**config.mk**
```make
export PLATFORM = sky130hd
export DESIGN_NAME = pvs_regs
export DESIGN_NICKNAME = d
export VERILOG_FILES = /design/src/verilog/pvs_pkg.sv /design/src/verilog/pvs_energy_timer.sv /design/src/verilog/pvs_regs.sv
export SDC_FILE = /design/constraint.sdc
export NUM_CORES = 1
export LEC_CHECK = 0
export ABC_CLOCK_PERIOD_IN_PS = 4650
export BUFFER_PORTS_ARGS = -buffer_cell sky130_fd_sc_hd__buf_2
export CAP_MARGIN = 20
export CORE_MARGIN = 2
export CORE_UTILIZATION = 50
export CTS_CLUSTER_SIZE = 40
export DETAILED_ROUTE_END_ITERATION = 10
export PLACE_DENSITY = 0.81
export SKIP_CTS_REPAIR_TIMING = 1
export SLEW_MARGIN = 20
export SYNTH_ARGS = -nofsm -noshare
export SYNTH_HDL_FRONTEND = slang
export SYNTH_SLANG_ARGS = --single-unit
```
**constraint.sdc**
```tcl
create_clock -name clk_sys -period 4.65 [get_ports clk_sys]
set_input_delay 0.6975 -clock clk_sys [delete_from_list [all_inputs] [get_ports clk_sys]]
set_output_delay 0.6975 -clock clk_sys [all_outputs]
set_load 0.01 [all_outputs]
```
**src/verilog/pvs_pkg.sv**
```systemverilog
// Package: register map, field layout, reset values and timing counts
package pvs_pkg;

   // ****************************************************************
   // Register indices and byte addresses
   // ****************************************************************
   localparam int ADDR_W = 8;
   localparam logic [4:0] IDX_SPECIAL_CTRL = 5'h1B;
   localparam logic [4:0] IDX_IRQ_FLAGS = 5'h1D;
   localparam logic [4:0] IDX_IRQ_MASK = 5'h1E;
   localparam logic [4:0] IDX_PHY_STATUS = 5'h1F;
   localparam logic [ADDR_W-1:0] ADDR_SPECIAL_CTRL =
      {1'b0, IDX_SPECIAL_CTRL, 2'b00};
   localparam logic [ADDR_W-1:0] ADDR_IRQ_FLAGS = {1'b0, IDX_IRQ_FLAGS, 2'b00};
   localparam logic [ADDR_W-1:0] ADDR_IRQ_MASK = {1'b0, IDX_IRQ_MASK, 2'b00};
   localparam logic [ADDR_W-1:0] ADDR_PHY_STATUS =
      {1'b0, IDX_PHY_STATUS, 2'b00};

   // ****************************************************************
   // Field positions and fixed values
   // ****************************************************************
   localparam int POS_PLL_FORCE = 10;
   localparam int POS_POLARITY = 4;
   localparam logic [3:0] CTRL_FIXED_LOW = 4'hB;
   localparam int POS_IRQ_ENERGY = 7;
   localparam int POS_IRQ_AUTONEG = 6;
   localparam int POS_IRQ_REMOTE = 5;
   localparam int POS_IRQ_LINKDOWN = 4;
   localparam int POS_IRQ_ACK = 3;
   localparam int POS_IRQ_PARDET = 2;
   localparam int POS_IRQ_PAGE = 1;
   localparam int POS_AUTODONE = 12;
   localparam int POS_SPEED_LSB = 2;
   localparam int POS_STS_RSV_LSB = 5;

   // ****************************************************************
   // Reset values and speed codes
   // ****************************************************************
   localparam logic PLL_FORCE_RESET = 1'b0;
   localparam logic [6:0] STS_RSV_RESET = 7'h02;
   localparam logic [7:0] MASK_RESET = 8'h00;
   localparam logic [7:0] FLAGS_RESET = 8'h00;
   localparam logic ENERGY_RESET = 1'b1;
   localparam logic [2:0] SPD_10_HALF = 3'h1;
   localparam logic [2:0] SPD_10_FULL = 3'h5;
   localparam logic [2:0] SPD_100_HALF = 3'h2;
   localparam logic [2:0] SPD_100_FULL = 3'h6;

   // ****************************************************************
   // Timing
   // ****************************************************************
   localparam int CLK_HZ = 100_000_000;
   localparam int ENERGY_TIMEOUT_MS = 256;
   localparam int ENERGY_TIMEOUT_CYC = ENERGY_TIMEOUT_MS * (CLK_HZ / 1000);

endpackage

```
**src/verilog/pvs_energy_timer.sv**
```systemverilog
// Line energy watchdog: drops the energy status after a quiet period
`timescale 1ns/10ps
`default_nettype none
module pvs_energy_timer
   import pvs_pkg::*;
#(
   parameter int TIMEOUT = ENERGY_TIMEOUT_CYC,
   parameter int CNT_W = 25
) (
   // Clock and reset
   input wire logic clk_sys,
   input wire logic nrst,
   // Line side
   input wire logic energySeen,
   // Status
   output logic line_energy_present
);

   localparam logic [CNT_W-1:0] LAST = CNT_W'(TIMEOUT - 1);

   logic [CNT_W-1:0] quietCnt_reg;
   logic line_energy_present_reg;

   // Quiet counter restarts on every sign of energy, parks at the end
   always_ff @(posedge clk_sys) begin
      if (!nrst) begin
         quietCnt_reg <= '0;
      end else if (energySeen) begin
         quietCnt_reg <= '0;
      end else if (quietCnt_reg != LAST) begin
         quietCnt_reg <= quietCnt_reg + 1'b1;
      end
   end

   // Status; soft reset is not wired here so it cannot disturb it
   always_ff @(posedge clk_sys) begin
      if (!nrst) begin
         line_energy_present_reg <= ENERGY_RESET;
      end else if (energySeen) begin
         line_energy_present_reg <= 1'b1;
      end else if (quietCnt_reg == LAST) begin
         line_energy_present_reg <= 1'b0; // [RULE10]
      end
   end

   assign line_energy_present = line_energy_present_reg;
endmodule
`default_nettype wire

```
**src/verilog/pvs_regs.sv**
```systemverilog
// PHY vendor status, interrupt source/mask registers behind APB
//
// Behaviour
// [RULE1] PLL force bit 10 holds 10 Mb receive PLL on reference, blocks receive.
// [RULE2] Control bit 4 shows 10BASE-T receive polarity, reversed is 1, resets 0.
// [RULE3] Control bits 3:0 always read 1011b; writes to them do nothing.
// [RULE4] Source bits 7, 6, 5 latch energy, autoneg done, remote fault events.
// [RULE5] Source bits 4..1 latch link down, ack, parallel fault, page received.
// [RULE6] Mask holds bits 7-0 reset 0, one enables a source; 15-8 read zero.
// [RULE7] Status bit 12 reads one once auto-negotiation has finished, else zero.
// [RULE8] Status bits 4-2 report resolved speed and duplex codes.
// [RULE9] Software writes 0000010b to status bits 11-5 and ignores them.
// [RULE10] Energy status falls after 256 ms quiet, set by reset, soft reset immune.
// [RULE11] Latched source bits hold until read, then clear unless still active; a write of ones also clears them here.
// [RULE12] Interrupt output is high while any enabled source bit is set.
//
// Chosen here: register access over APB.
`timescale 1ns/10ps
`default_nettype none
module pvs_regs
   import pvs_pkg::*;
#(
   parameter int ENERGY_TIMEOUT_CYCLES = ENERGY_TIMEOUT_CYC
) (
   // Clock and resets
   input wire logic clk_sys,
   input wire logic nrst,
   input wire logic softRst,
   // APB slave
   input wire logic psel,
   input wire logic penable,
   input wire logic pwrite,
   input wire logic [ADDR_W-1:0] paddr,
   input wire logic [31:0] pwdata,
   output logic pready,
   output logic [31:0] prdata,
   output logic pslverr,
   // PHY state from the line side
   input wire logic lineEnergySeen,
   input wire logic polarityReversed,
   input wire logic autonegDone,
   input wire logic [2:0] speedDuplex,
   input wire logic remoteFault,
   input wire logic linkUp,
   input wire logic partnerAck,
   input wire logic parallelFault,
   input wire logic pageReceived,
   // Controls and status toward the PHY and host
   output logic rxPllRefLockForce,
   output logic rx10mReceiveEnable,
   output logic lineEnergyPresent,
   output logic irqOut
);

   // ****************************************************************
   // Address decode
   // ****************************************************************

   // Decode used by the setup capture and by the access side effects
   function automatic logic isReg(input logic [ADDR_W-1:0] a,
                                  input logic [ADDR_W-1:0] r);
      isReg = (a == r);
   endfunction

   logic setupPhase;
   logic accessPhase;
   logic mapped;
   logic wrAccess;
   logic rdAccess;

   assign setupPhase = psel && !penable;
   assign accessPhase = psel && penable;
   assign mapped = isReg(paddr, ADDR_SPECIAL_CTRL) ||
                   isReg(paddr, ADDR_IRQ_FLAGS) ||
                   isReg(paddr, ADDR_IRQ_MASK) ||
                   isReg(paddr, ADDR_PHY_STATUS);
   // Zero wait states: every access completes in its first access cycle
   assign pready = 1'b1;
   assign pslverr = accessPhase && !mapped;
   assign wrAccess = accessPhase && pwrite && mapped;
   assign rdAccess = accessPhase && !pwrite && mapped;

   // ****************************************************************
   // Control registers
   // ****************************************************************
   logic pllForce_reg;
   logic [6:0] stsRsv_reg;
   logic [7:0] mask_reg;

   // PLL force survives soft reset, only hardware reset clears it
   always_ff @(posedge clk_sys) begin
      if (!nrst) begin
         pllForce_reg <= PLL_FORCE_RESET;
      end else if (wrAccess && isReg(paddr, ADDR_SPECIAL_CTRL)) begin
         pllForce_reg <= pwdata[POS_PLL_FORCE]; // [RULE1]
      end
   end

   assign rxPllRefLockForce = pllForce_reg; // [RULE1]
   // While forced the 10 Mb receiver is held off, no packets pass
   assign rx10mReceiveEnable = !pllForce_reg; // [RULE1]

   // Reserved status field is stored so software can read back its write
   always_ff @(posedge clk_sys) begin
      if (!nrst || softRst) begin
         stsRsv_reg <= STS_RSV_RESET; // [RULE9]
      end else if (wrAccess && isReg(paddr, ADDR_PHY_STATUS)) begin
         stsRsv_reg <= pwdata[POS_STS_RSV_LSB +: 7];
      end
   end

   // Interrupt enables; upper byte is not stored at all
   always_ff @(posedge clk_sys) begin
      if (!nrst || softRst) begin
         mask_reg <= MASK_RESET;
      end else if (wrAccess && isReg(paddr, ADDR_IRQ_MASK)) begin
         mask_reg <= pwdata[7:0]; // [RULE6]
      end
   end

   // ****************************************************************
   // Sampled PHY state and event detection
   // ****************************************************************
   logic polarity_reg;
   logic autodone_reg;
   logic [2:0] speed_reg;
   logic line_energy_present;
   logic energyOnDly_reg;
   logic autodoneDly_reg;

   pvs_energy_timer #(
      .TIMEOUT(ENERGY_TIMEOUT_CYCLES),
      .CNT_W(25)
   ) u_energy (
      .clk_sys(clk_sys),
      .nrst(nrst),
      .energySeen(lineEnergySeen),
      .line_energy_present(line_energy_present)
   );

   assign lineEnergyPresent = line_energy_present;

   // Registered line state keeps read data and events in step
   always_ff @(posedge clk_sys) begin
      if (!nrst) begin
         polarity_reg <= 1'b0;
         autodone_reg <= 1'b0;
         speed_reg <= SPD_10_HALF;
      end else begin
         polarity_reg <= polarityReversed; // [RULE2]
         autodone_reg <= autonegDone; // [RULE7]
         speed_reg <= speedDuplex; // [RULE8]
      end
   end

   // Edge history for the two events that are level states
   always_ff @(posedge clk_sys) begin
      if (!nrst) begin
         energyOnDly_reg <= ENERGY_RESET;
         autodoneDly_reg <= 1'b0;
      end else begin
         energyOnDly_reg <= line_energy_present;
         autodoneDly_reg <= autodone_reg;
      end
   end

   // Energy and autoneg use rising edges, else a steady state would
   // re-latch forever; the rest latch while their condition holds
   logic [7:0] setVec;
   always_comb begin
      setVec = 8'h00;
      setVec[POS_IRQ_ENERGY] = line_energy_present && !energyOnDly_reg; // [RULE4]
      setVec[POS_IRQ_AUTONEG] = autodone_reg && !autodoneDly_reg; // [RULE4]
      setVec[POS_IRQ_REMOTE] = remoteFault; // [RULE4]
      setVec[POS_IRQ_LINKDOWN] = !linkUp; // [RULE5]
      setVec[POS_IRQ_ACK] = partnerAck; // [RULE5]
      setVec[POS_IRQ_PARDET] = parallelFault; // [RULE5]
      setVec[POS_IRQ_PAGE] = pageReceived; // [RULE5]
   end

   // ****************************************************************
   // Interrupt source flags
   // ****************************************************************
   logic [7:0] flags_reg;
   logic [7:0] flags_next;
   logic [7:0] clrVec;
   logic [31:0] prdata_reg;

   // Only bits the host actually saw are cleared, so an event landing
   // between setup and access is kept; a write of ones also clears
   always_comb begin
      clrVec = 8'h00;
      if (rdAccess && isReg(paddr, ADDR_IRQ_FLAGS)) begin
         clrVec = prdata_reg[7:0]; // [RULE11]
      end
      if (wrAccess && isReg(paddr, ADDR_IRQ_FLAGS)) begin
         clrVec = clrVec | pwdata[7:0];
      end
      // Set beats clear in the same cycle
      flags_next = (flags_reg & ~clrVec) | setVec; // [RULE11]
      flags_next[0] = 1'b0; // [RULE5]
   end

   always_ff @(posedge clk_sys) begin
      if (!nrst || softRst) begin
         flags_reg <= FLAGS_RESET;
      end else begin
         flags_reg <= flags_next; // [RULE4]
      end
   end

   // Level output straight from registered state
   assign irqOut = |(flags_reg & mask_reg); // [RULE12]

   // ****************************************************************
   // Read data
   // ****************************************************************

   // Captured in the setup cycle so prdata comes from a flip-flop
   always_ff @(posedge clk_sys) begin
      if (!nrst) begin
         prdata_reg <= 32'h0000_0000;
      end else if (setupPhase && !pwrite) begin
         prdata_reg <= 32'h0000_0000;
         if (isReg(paddr, ADDR_SPECIAL_CTRL)) begin
            prdata_reg[POS_PLL_FORCE] <= pllForce_reg;
            prdata_reg[POS_POLARITY] <= polarity_reg; // [RULE2]
            prdata_reg[3:0] <= CTRL_FIXED_LOW; // [RULE3]
         end
         if (isReg(paddr, ADDR_IRQ_FLAGS)) begin
            prdata_reg[7:0] <= flags_reg;
         end
         if (isReg(paddr, ADDR_IRQ_MASK)) begin
            prdata_reg[7:0] <= mask_reg; // [RULE6]
         end
         if (isReg(paddr, ADDR_PHY_STATUS)) begin
            prdata_reg[POS_AUTODONE] <= autodone_reg; // [RULE7]
            prdata_reg[POS_STS_RSV_LSB +: 7] <= stsRsv_reg;
            prdata_reg[POS_SPEED_LSB +: 3] <= speed_reg; // [RULE8]
         end
      end
   end

   assign prdata = prdata_reg;

   logic rdSetupCtrl;
   logic rdSetupMask;
   logic rdSetupSts;
   assign rdSetupCtrl = setupPhase && !pwrite &&
                        isReg(paddr, ADDR_SPECIAL_CTRL);
   assign rdSetupMask = setupPhase && !pwrite && isReg(paddr, ADDR_IRQ_MASK);
   assign rdSetupSts = setupPhase && !pwrite && isReg(paddr, ADDR_PHY_STATUS);
endmodule
`default_nettype wire

```
# After elaboration in Yosys (flattened, before gate mapping)
# Cells that the tools add are included.
# totals
regBits	70
inputBits	57
out_inout_bits	38
# op_classes
add_sub_neg	1
eq_ne	6
mux	7
bitwise_logic	6
reduce_logical	29
# op_table
operator	count
$eq 8x7->1 const B	4
$mux 8	4
$add 25x1->25 const B	1
$eq 25x25->1 const B	1
$ne 25x25->1 const B	1
$and 8x8->8	2
$or 8x8->8	2
$logic_and 1x1->1	15
$mux 11	1
$logic_not 1->1	8
$not 8->8	1
$reduce_or 8->1	1
$mux 5	1
$logic_or 1x1->1	4
$reduce_or 2->1	1
$mux 1	1
$not 1->1	1

# Logic depth before layout (Yosys ltp)
# Gate-level depths: netlist of run 1.
# logic_depth
depth_word	12
mapped_depth	6

# By module
# From an unflattened synthesis of run 1, not the netlist that was laid out.
# hier_totals
cells_unflattened	398
area_unflattened_um2	3469.6
# modules_own_cells
mod	n_inst	cells_per_inst	area_per_inst_um2
pvs_regs	1	231	2112.0
pvs_energy_timer	1	167	1357.6

# Least setup slack after synthesis of run 1
# No wires, ideal clock.
# synth_path
path_kind	input -> output
startpoint	in paddr[2]
endpoint	out pslverr
t_arrival_ns	1.664
required_ns	3.953
setup_slack_ns	2.288
path_stages	5
n_path_buf	1
cell_sequence	buf_2 nand4bb_1 or3_1 a21oi_1 nor2_1
# synth_between
elab_chain_len	6
elab_cells_between_ends	9
cone_classes	eq/ne (4); reduce/logical (5)
# synth_lines
item	line_no	rtl
start, declared	pvs_regs.sv:33	input wire logic [ADDR_W-1:0] paddr,
$eq 8x7->1, on equally long branches	n/a	
$logic_or 1x1->1	pvs_regs.sv:73	assign mapped = isReg(paddr, ADDR_SPECIAL_CTRL) ||
$logic_or 1x1->1	pvs_regs.sv:74	isReg(paddr, ADDR_IRQ_FLAGS) ||
$logic_or 1x1->1 *	pvs_regs.sv:75	isReg(paddr, ADDR_IRQ_MASK) ||
$logic_not 1->1 *	pvs_regs.sv:79	assign pslverr = accessPhase && !mapped;
$logic_and 1x1->1 *	pvs_regs.sv:79	
end, declared	pvs_regs.sv:37	output logic pslverr,
# Every way passes the cells marked *; elsewhere a longest branch is shown, timed or not.

# Final worst setup path of run 1
# layout_path
startpoint	in paddr[3]
endpoint	out pslverr
# The elaborated chain is that of the path after synthesis.

==> results of run 1 <==
==> placed cells by master (no fill, tap or decap), types with 10 or more instances in the layout <==
cell / synthesis / routed
a21oi_1: 32 / 32
o21ai_0: 20 / 20
buf_2: 7 / 54
nand2b_1: 10 / 10
mux2i_1: 27 / 27
nand3_1: 15 / 15
dfxtp_1: 69 / 69
nand2_1: 30 / 30
nor2_1: 22 / 22
conb_1: 2 / 20
==> worst min-delay path, cell delays in order, from the launching register on <==
cell,delay [ps]
dfxtp_1,320
nand2_1,50
a21boi_0,60
==> routing by layer <==
layer,vias to the layer above,routed length (µm)
met4,0,159
met1,1463,3320
met3,15,591
met2,140,3960
met5,-,0
li1,1512,-
==> synth_stat cells (6+ instances only) <==
library cell | instances | share of area [%]
buf_4 | 20 | 4.3
nor3_1 | 9 | 1.3
nand2b_1 | 10 | 1.8
mux2i_1 | 27 | 7.8
o21ai_0 | 20 | 2.9
o31ai_1 | 7 | 1.5
clkbuf_1 | 12 | 1.3
or4_1 | 7 | 1.5
a21oi_1 | 32 | 4.6
buf_2 | 7 | 1.0
nand2_1 | 30 | 3.2
nor2b_1 | 9 | 1.6
and2_1 | 9 | 1.6
nand4_1 | 8 | 1.4
nor2_1 | 22 | 2.4
dfxtp_1 | 69 | 40
and4_1 | 6 | 1.5
nand3_1 | 15 | 2.2
a22o_1 | 6 | 1.5
a22oi_1 | 6 | 1.3
==> power by group through the flow <==
| stage | sequential [mW] | clock, mW | combinational (mW) |
|---|---|---|---|
| 2_1_floorplan | 0.616 | 0 | 0.0592 |
| 3_3_place_gp | 0.616 | 0 | 0.0756 |
| 3_5_place_dp | 0.617 | 0 | 0.0776 |
| 4_1_cts | 0.603 | 0.576 | 0.0777 |
| 5_1_grt | 0.604 | 0.601 | 0.0868 |
| 6_report | 0.603 | 0.566 | 0.0791 |
==> metrics by stage <==
stage	util [%]	area [µm²]	hold slack [ps]
final	58.1	3920	487
after global routing	58.1	3920	498
after CTS	57.9	3920	485
after detailed placement	54.6	3690	462
after global placement	54.6	3690	449
after floorplan	-	3540	434
==> layout make-up <==
cell class	instances	area, µm²
Tap cell	80	100
Clock buffer	10	128
Multi-Input combinational cell	301	1920
Clock inverter	5	100
Timing Repair Buffer	56	285
Fill cell	610	2830
Inverter	3	11.3
Sequential cell	69	1380
==> cell families (layout without fill, tap and decap cells) <==
family	Yosys count	count (layout)
compound gates	98	98
xor+xnor	1	1
fa+ha+maj	1	1
buf+inv	45	74
flops	69	69
mux	32	32
other cells	2	20
simple gates	149	149
==> how the worst max path moves through the flow <==
| stage | slack [ps] | end | cells after the start | from |
|---|---|---|---|---|
| 6_report | 1900 | pslverr | 6 | paddr[3] |
| 5_1_grt | 1830 | pslverr | 6 | paddr[3] |
| 4_1_cts | 1930 | pslverr | 6 | paddr[3] |
| 3_5_place_dp | 1640 | mask_reg[0] | 5 | paddr[3] |
| 3_3_place_gp | 1690 | mask_reg[3] | 5 | paddr[3] |
| 2_1_floorplan | 2290 | pslverr | 5 | paddr[2] |
==> impl_metrics.toml, run 1 <==
[synth]
yosys.area_share.simple_pct = 24.2
synthAdderAreaFrac_pct = 0.360
syn_inst = 397
synth_flop_cell = "dfxtp_1"
synth_top_family_by_area = "simple AND/OR/NAND/NOR gates"
synth_area_mm2 = 0.00347
async_flop_share_pct = 0
synth_edf_count = 0
avgSynthCellArea_um2 = 8.74
ys_warn_count = 0
synth-compound-area-share_pct = 18.5
synthXorXnorAreaFrac_pct = 0.252
synthMuxAreaShare_pct = 9.41
yosysSeqAreaShare_pct = 39.8
synth_seq_cells = 69
synth_cell_type_count = 53

[power_and_ir_drop]
ir_worst_vdd_mv = 0.247
powerDensity_mw_per_mm2 = 318
p_leak_nw = 1.43
combPwrFrac_pct = 6.3
p_int_mw = 0.979
p_sw_share_pct = 21.5
p_sw_mw = 0.269
power.total_mw = 1.25
pwr-share-seq_pct = 48.3
clockPowerShare_pct = 45.3

[cells_and_area]
drive_above_1_share_pct = 18.7
areaGrowthSynthToFinish_pct = 13.0
largest_reg_flops = 25
stdcell_count = 524
n_antenna_cell = 0
fin_nets = 498

[worst_setup_path]
required_ps = 3950
r2r_start = "u_energy.quietCnt_reg[0]"
reg2reg_depth = 5
r2r_slack_ps = 2610
criticalPathCategory = "input port to output pin"
cp_cell_sequence = "buf_2, nand4bb_1, or3_1, a21oi_1, nor2_1, buf_2"
cp-start-kind = "input port"
cp_common_cell = "buf_2"
arrival_ps = 2050
r2r_end = "u_energy.quietCnt_reg[22]"
crit_buf_inv = 2
endpoint_kind = "output pin"
cp_slowest_cell = "or3_1"
worst_path_dominant_cell_family = "simple AND/OR/NAND/NOR gates"
critPathMaxFanout = 12
crit_path_max_incr_delay_ps = 440

[clock_tree]
cts_sinks = 69
clk-insertion-delay-late_ps = 340
h-tree-depth = 3
root_buffer = "clkbuf_8"
cts_tree = "yes"
clk_pin_slew_ps = 70
cts-buffers-inserted = 9
cts_buffer_depth = 2

[route]
drc = 0
postRouteAntennaNets = 0
drt_pass1_iterations = 7
drt_iter0_markers = 161
drt_wl_total_mm = 8.02
post_drt_via_cell_ratio = 5.97
wl_per_cell_um = 15.3
num_vias = 3130

[floorplanning]
core_mm2 = 0.00676
boundaryPins = 95
start_util_pct = 51.4
die-area_mm2 = 0.00762
rows = 30
die_w_um = 87.3
die_h_um = 87.3

[timing]
fin_crit_sh_pct = 59.2
setup_violations = 0
fin_tns_setup_ps = 0
worst_slack_ps = 1900
max_freq_ghz = 0.363
slew_headroom_pct = 31.8
maxSlewViolCount = 0
rsz0062_at_grt = "false"
skew_ps = 7.71
tightest_slew_ps = 1020
hold_viol = 0
fin_crit_ps = 2750

[grt]
grt.overflow.total = 0
use_met3_pct = 5.88
antenna_found_initial = 0
met1_usage_pct = 25.4
grt_pass1_vias = 2822
grt_max_degree = 27
grtUsageTotal_pct = 21.6
use_met2_pct = 37.3
top_usage_layer = "met2"
grt_pass1_wl_mm = 13.0

[worst_hold_path]
hold_path_class = "flip-flop to flip-flop"
holdPathEnd = "prdata[2]"
holdPathStages = 2
min_from = "prdata[2]"

[placement]
place_ws_ps = 1640
hpwl_mm = 5.73
routabilityCongestion = 0.938
io_buffers = 54
dp_cells = 509

[flow_run]
drv_cap = 0

[run_status]
status = "finished clean"
Note: power is estimated with default switching activity, not from simulation.
==> run 2: changes to the inputs <==
- ABC_CLOCK_PERIOD_IN_PS: 4650 -> 2700
- clock period: 4.65 -> 2.7 ns (I/O delays scaled with it)
==> run 2 against run 1 <==
Count of clock-buffer cells in the layout down 1. Critical endpoint unchanged. Sequential share of layout area is 0.33 points lower. Non-clock buffer count grew 7.
==> impl_metrics.toml, run 2 (synthesis results as in run 1) <==
[power_and_ir_drop]
p_int_mw = 1.61
powerDensity_mw_per_mm2 = 538
p_sw_share_pct = 24.5
pwr-share-seq_pct = 48.8
combPwrFrac_pct = 6.5
p_sw_mw = 0.523
ir_worst_vdd_mv = 0.297
p_leak_nw = 1.45
clockPowerShare_pct = 44.7

[route]
post_drt_via_cell_ratio = 5.85
drc = 0
drt_pass1_iterations = 6
postRouteAntennaNets = 0
num_vias = 3113
drt_wl_total_mm = 8.35
wl_per_cell_um = 15.7
drt_iter0_markers = 169

[worst_setup_path]
endpoint_kind = "output pin"
arrival_ps = 1770
r2r_start = "u_energy.quietCnt_reg[1]"
r2r_slack_ps = 670
critPathMaxFanout = 12
reg2reg_depth = 5
r2r_end = "u_energy.quietCnt_reg[20]"
required_ps = 2300
criticalPathCategory = "input port to output pin"
cp-start-kind = "input port"

[floorplanning]
start_util_pct = 51.4
rows = 30
die_h_um = 87.3
boundaryPins = 95
core_mm2 = 0.00676
die-area_mm2 = 0.00762
die_w_um = 87.3

[clock_tree]
cts_buffer_depth = 2
clk-insertion-delay-late_ps = 350
cts_tree = "yes"
h-tree-depth = 3
root_buffer = "clkbuf_8"
cts-buffers-inserted = 9
cts_sinks = 69
clk_pin_slew_ps = 80

[grt]
grt_max_degree = 26
grtUsageTotal_pct = 22.7
grt_pass1_vias = 3031
antenna_found_initial = 0
grt_pass1_wl_mm = 13.6
grt.overflow.total = 0

[timing]
skew_ps = 5.93
rsz0062_at_grt = "false"
setup_violations = 0
max_freq_ghz = 0.460
hold_viol = 0
fin_crit_ps = 2170
slew_headroom_pct = 45.6
fin_tns_setup_ps = 0
maxSlewViolCount = 0
fin_crit_sh_pct = 80.5
tightest_slew_ps = 817
hold_slack_ps = 235

[run_status]
status = "finished clean"

[cells_and_area]
nFillCells = 607
fin_nets = 505
areaGrowthSynthToFinish_pct = 14.1
final_common_cell = "dfxtp_1"
largest_reg_flops = 25
n_antenna_cell = 0
drive_above_1_share_pct = 20.4
final_cell_mix = "dfxtp_1, buf_2, a21oi_1"

[worst_hold_path]
min_from = "linkUp"
hold_path_class = "input port to flip-flop"
holdPathEnd = "flags_reg[4]"
holdPathStages = 2

[placement]
hpwl_mm = 5.87
io_buffers = 54
routabilityCongestion = 0.927

[flow_run]
drv_cap = 0
==> run 2: cell count changes in the layout (fill, tap and decap cells not counted) <==
cell / delta
clkbuf_1: -1
inv_6: +2
buf_4: +7
clkinvlp_4: +2
clkinv_2: -1
nor4b_4: -1
bufinv_16: -1
nor4b_2: +1
==> run 2: final cells by class <==
class / count / area, µm² / share of cell area [%]
multi-input cells: 301 / 1910 / 48.2
well taps: 80 / 100 / 2.53
clock inverters: 7 / 97.6 / 2.46
flip-flops and latches: 69 / 1380 / 34.9
inverters: 3 / 11.3 / 0.284
clock buffers: 9 / 124 / 3.13
repair buffers: 63 / 338 / 8.53
==> run 2: worst max-delay path by stage <==
stage	to	start	depth (start not counted)
final	pslverr	paddr[3]	6
after detailed placement	pslverr	paddr[3]	6
after floorplan	u_energy.line_energy_present	u_energy.quietCnt_reg[0]	6
after global placement	pslverr	paddr[3]	6
after global routing	pslverr	paddr[3]	6
after CTS	pslverr	paddr[3]	6
==> run 2: layer usage <==
layer	wire length (µm)	global-route usage, %	vias to the layer above
li1	-	-	1526
met1	3500	24.9	1476
met2	4310	41.2	103
met3	459	6.45	8
met4	81	8.25	0
met5	0	0	-
==> run 2: critical path, cell delays in order <==
cell and delay [ps]:
buf_2 240, nand4bb_1 310, or3_1 430, a21oi_1 170
nor2_1 60, buf_2 130
==> run 2: per-stage QoR <==
stage	cell area (µm²)	util, %	total power [mW]	cells	worst slack, ps
after floorplan	3540	-	1.16	415	846
after detailed placement	3740	55.4	1.20	516	563
after CTS	3960	58.6	2.14	532	556
final	3960	58.6	2.13	532	526
after global placement	3740	55.4	1.20	516	585
after global routing	3960	58.6	2.21	532	481
==> run 2: power groups by stage <==
stage | Sequential, mW | Clock (mW) | Combinational (mW)
4_1_cts | 1.04 | 0.968 | 0.138
3_5_place_dp | 1.06 | 0 | 0.137
6_report | 1.04 | 0.952 | 0.139
3_3_place_gp | 1.06 | 0 | 0.134
2_1_floorplan | 1.06 | 0 | 0.102
5_1_grt | 1.04 | 1.02 | 0.152
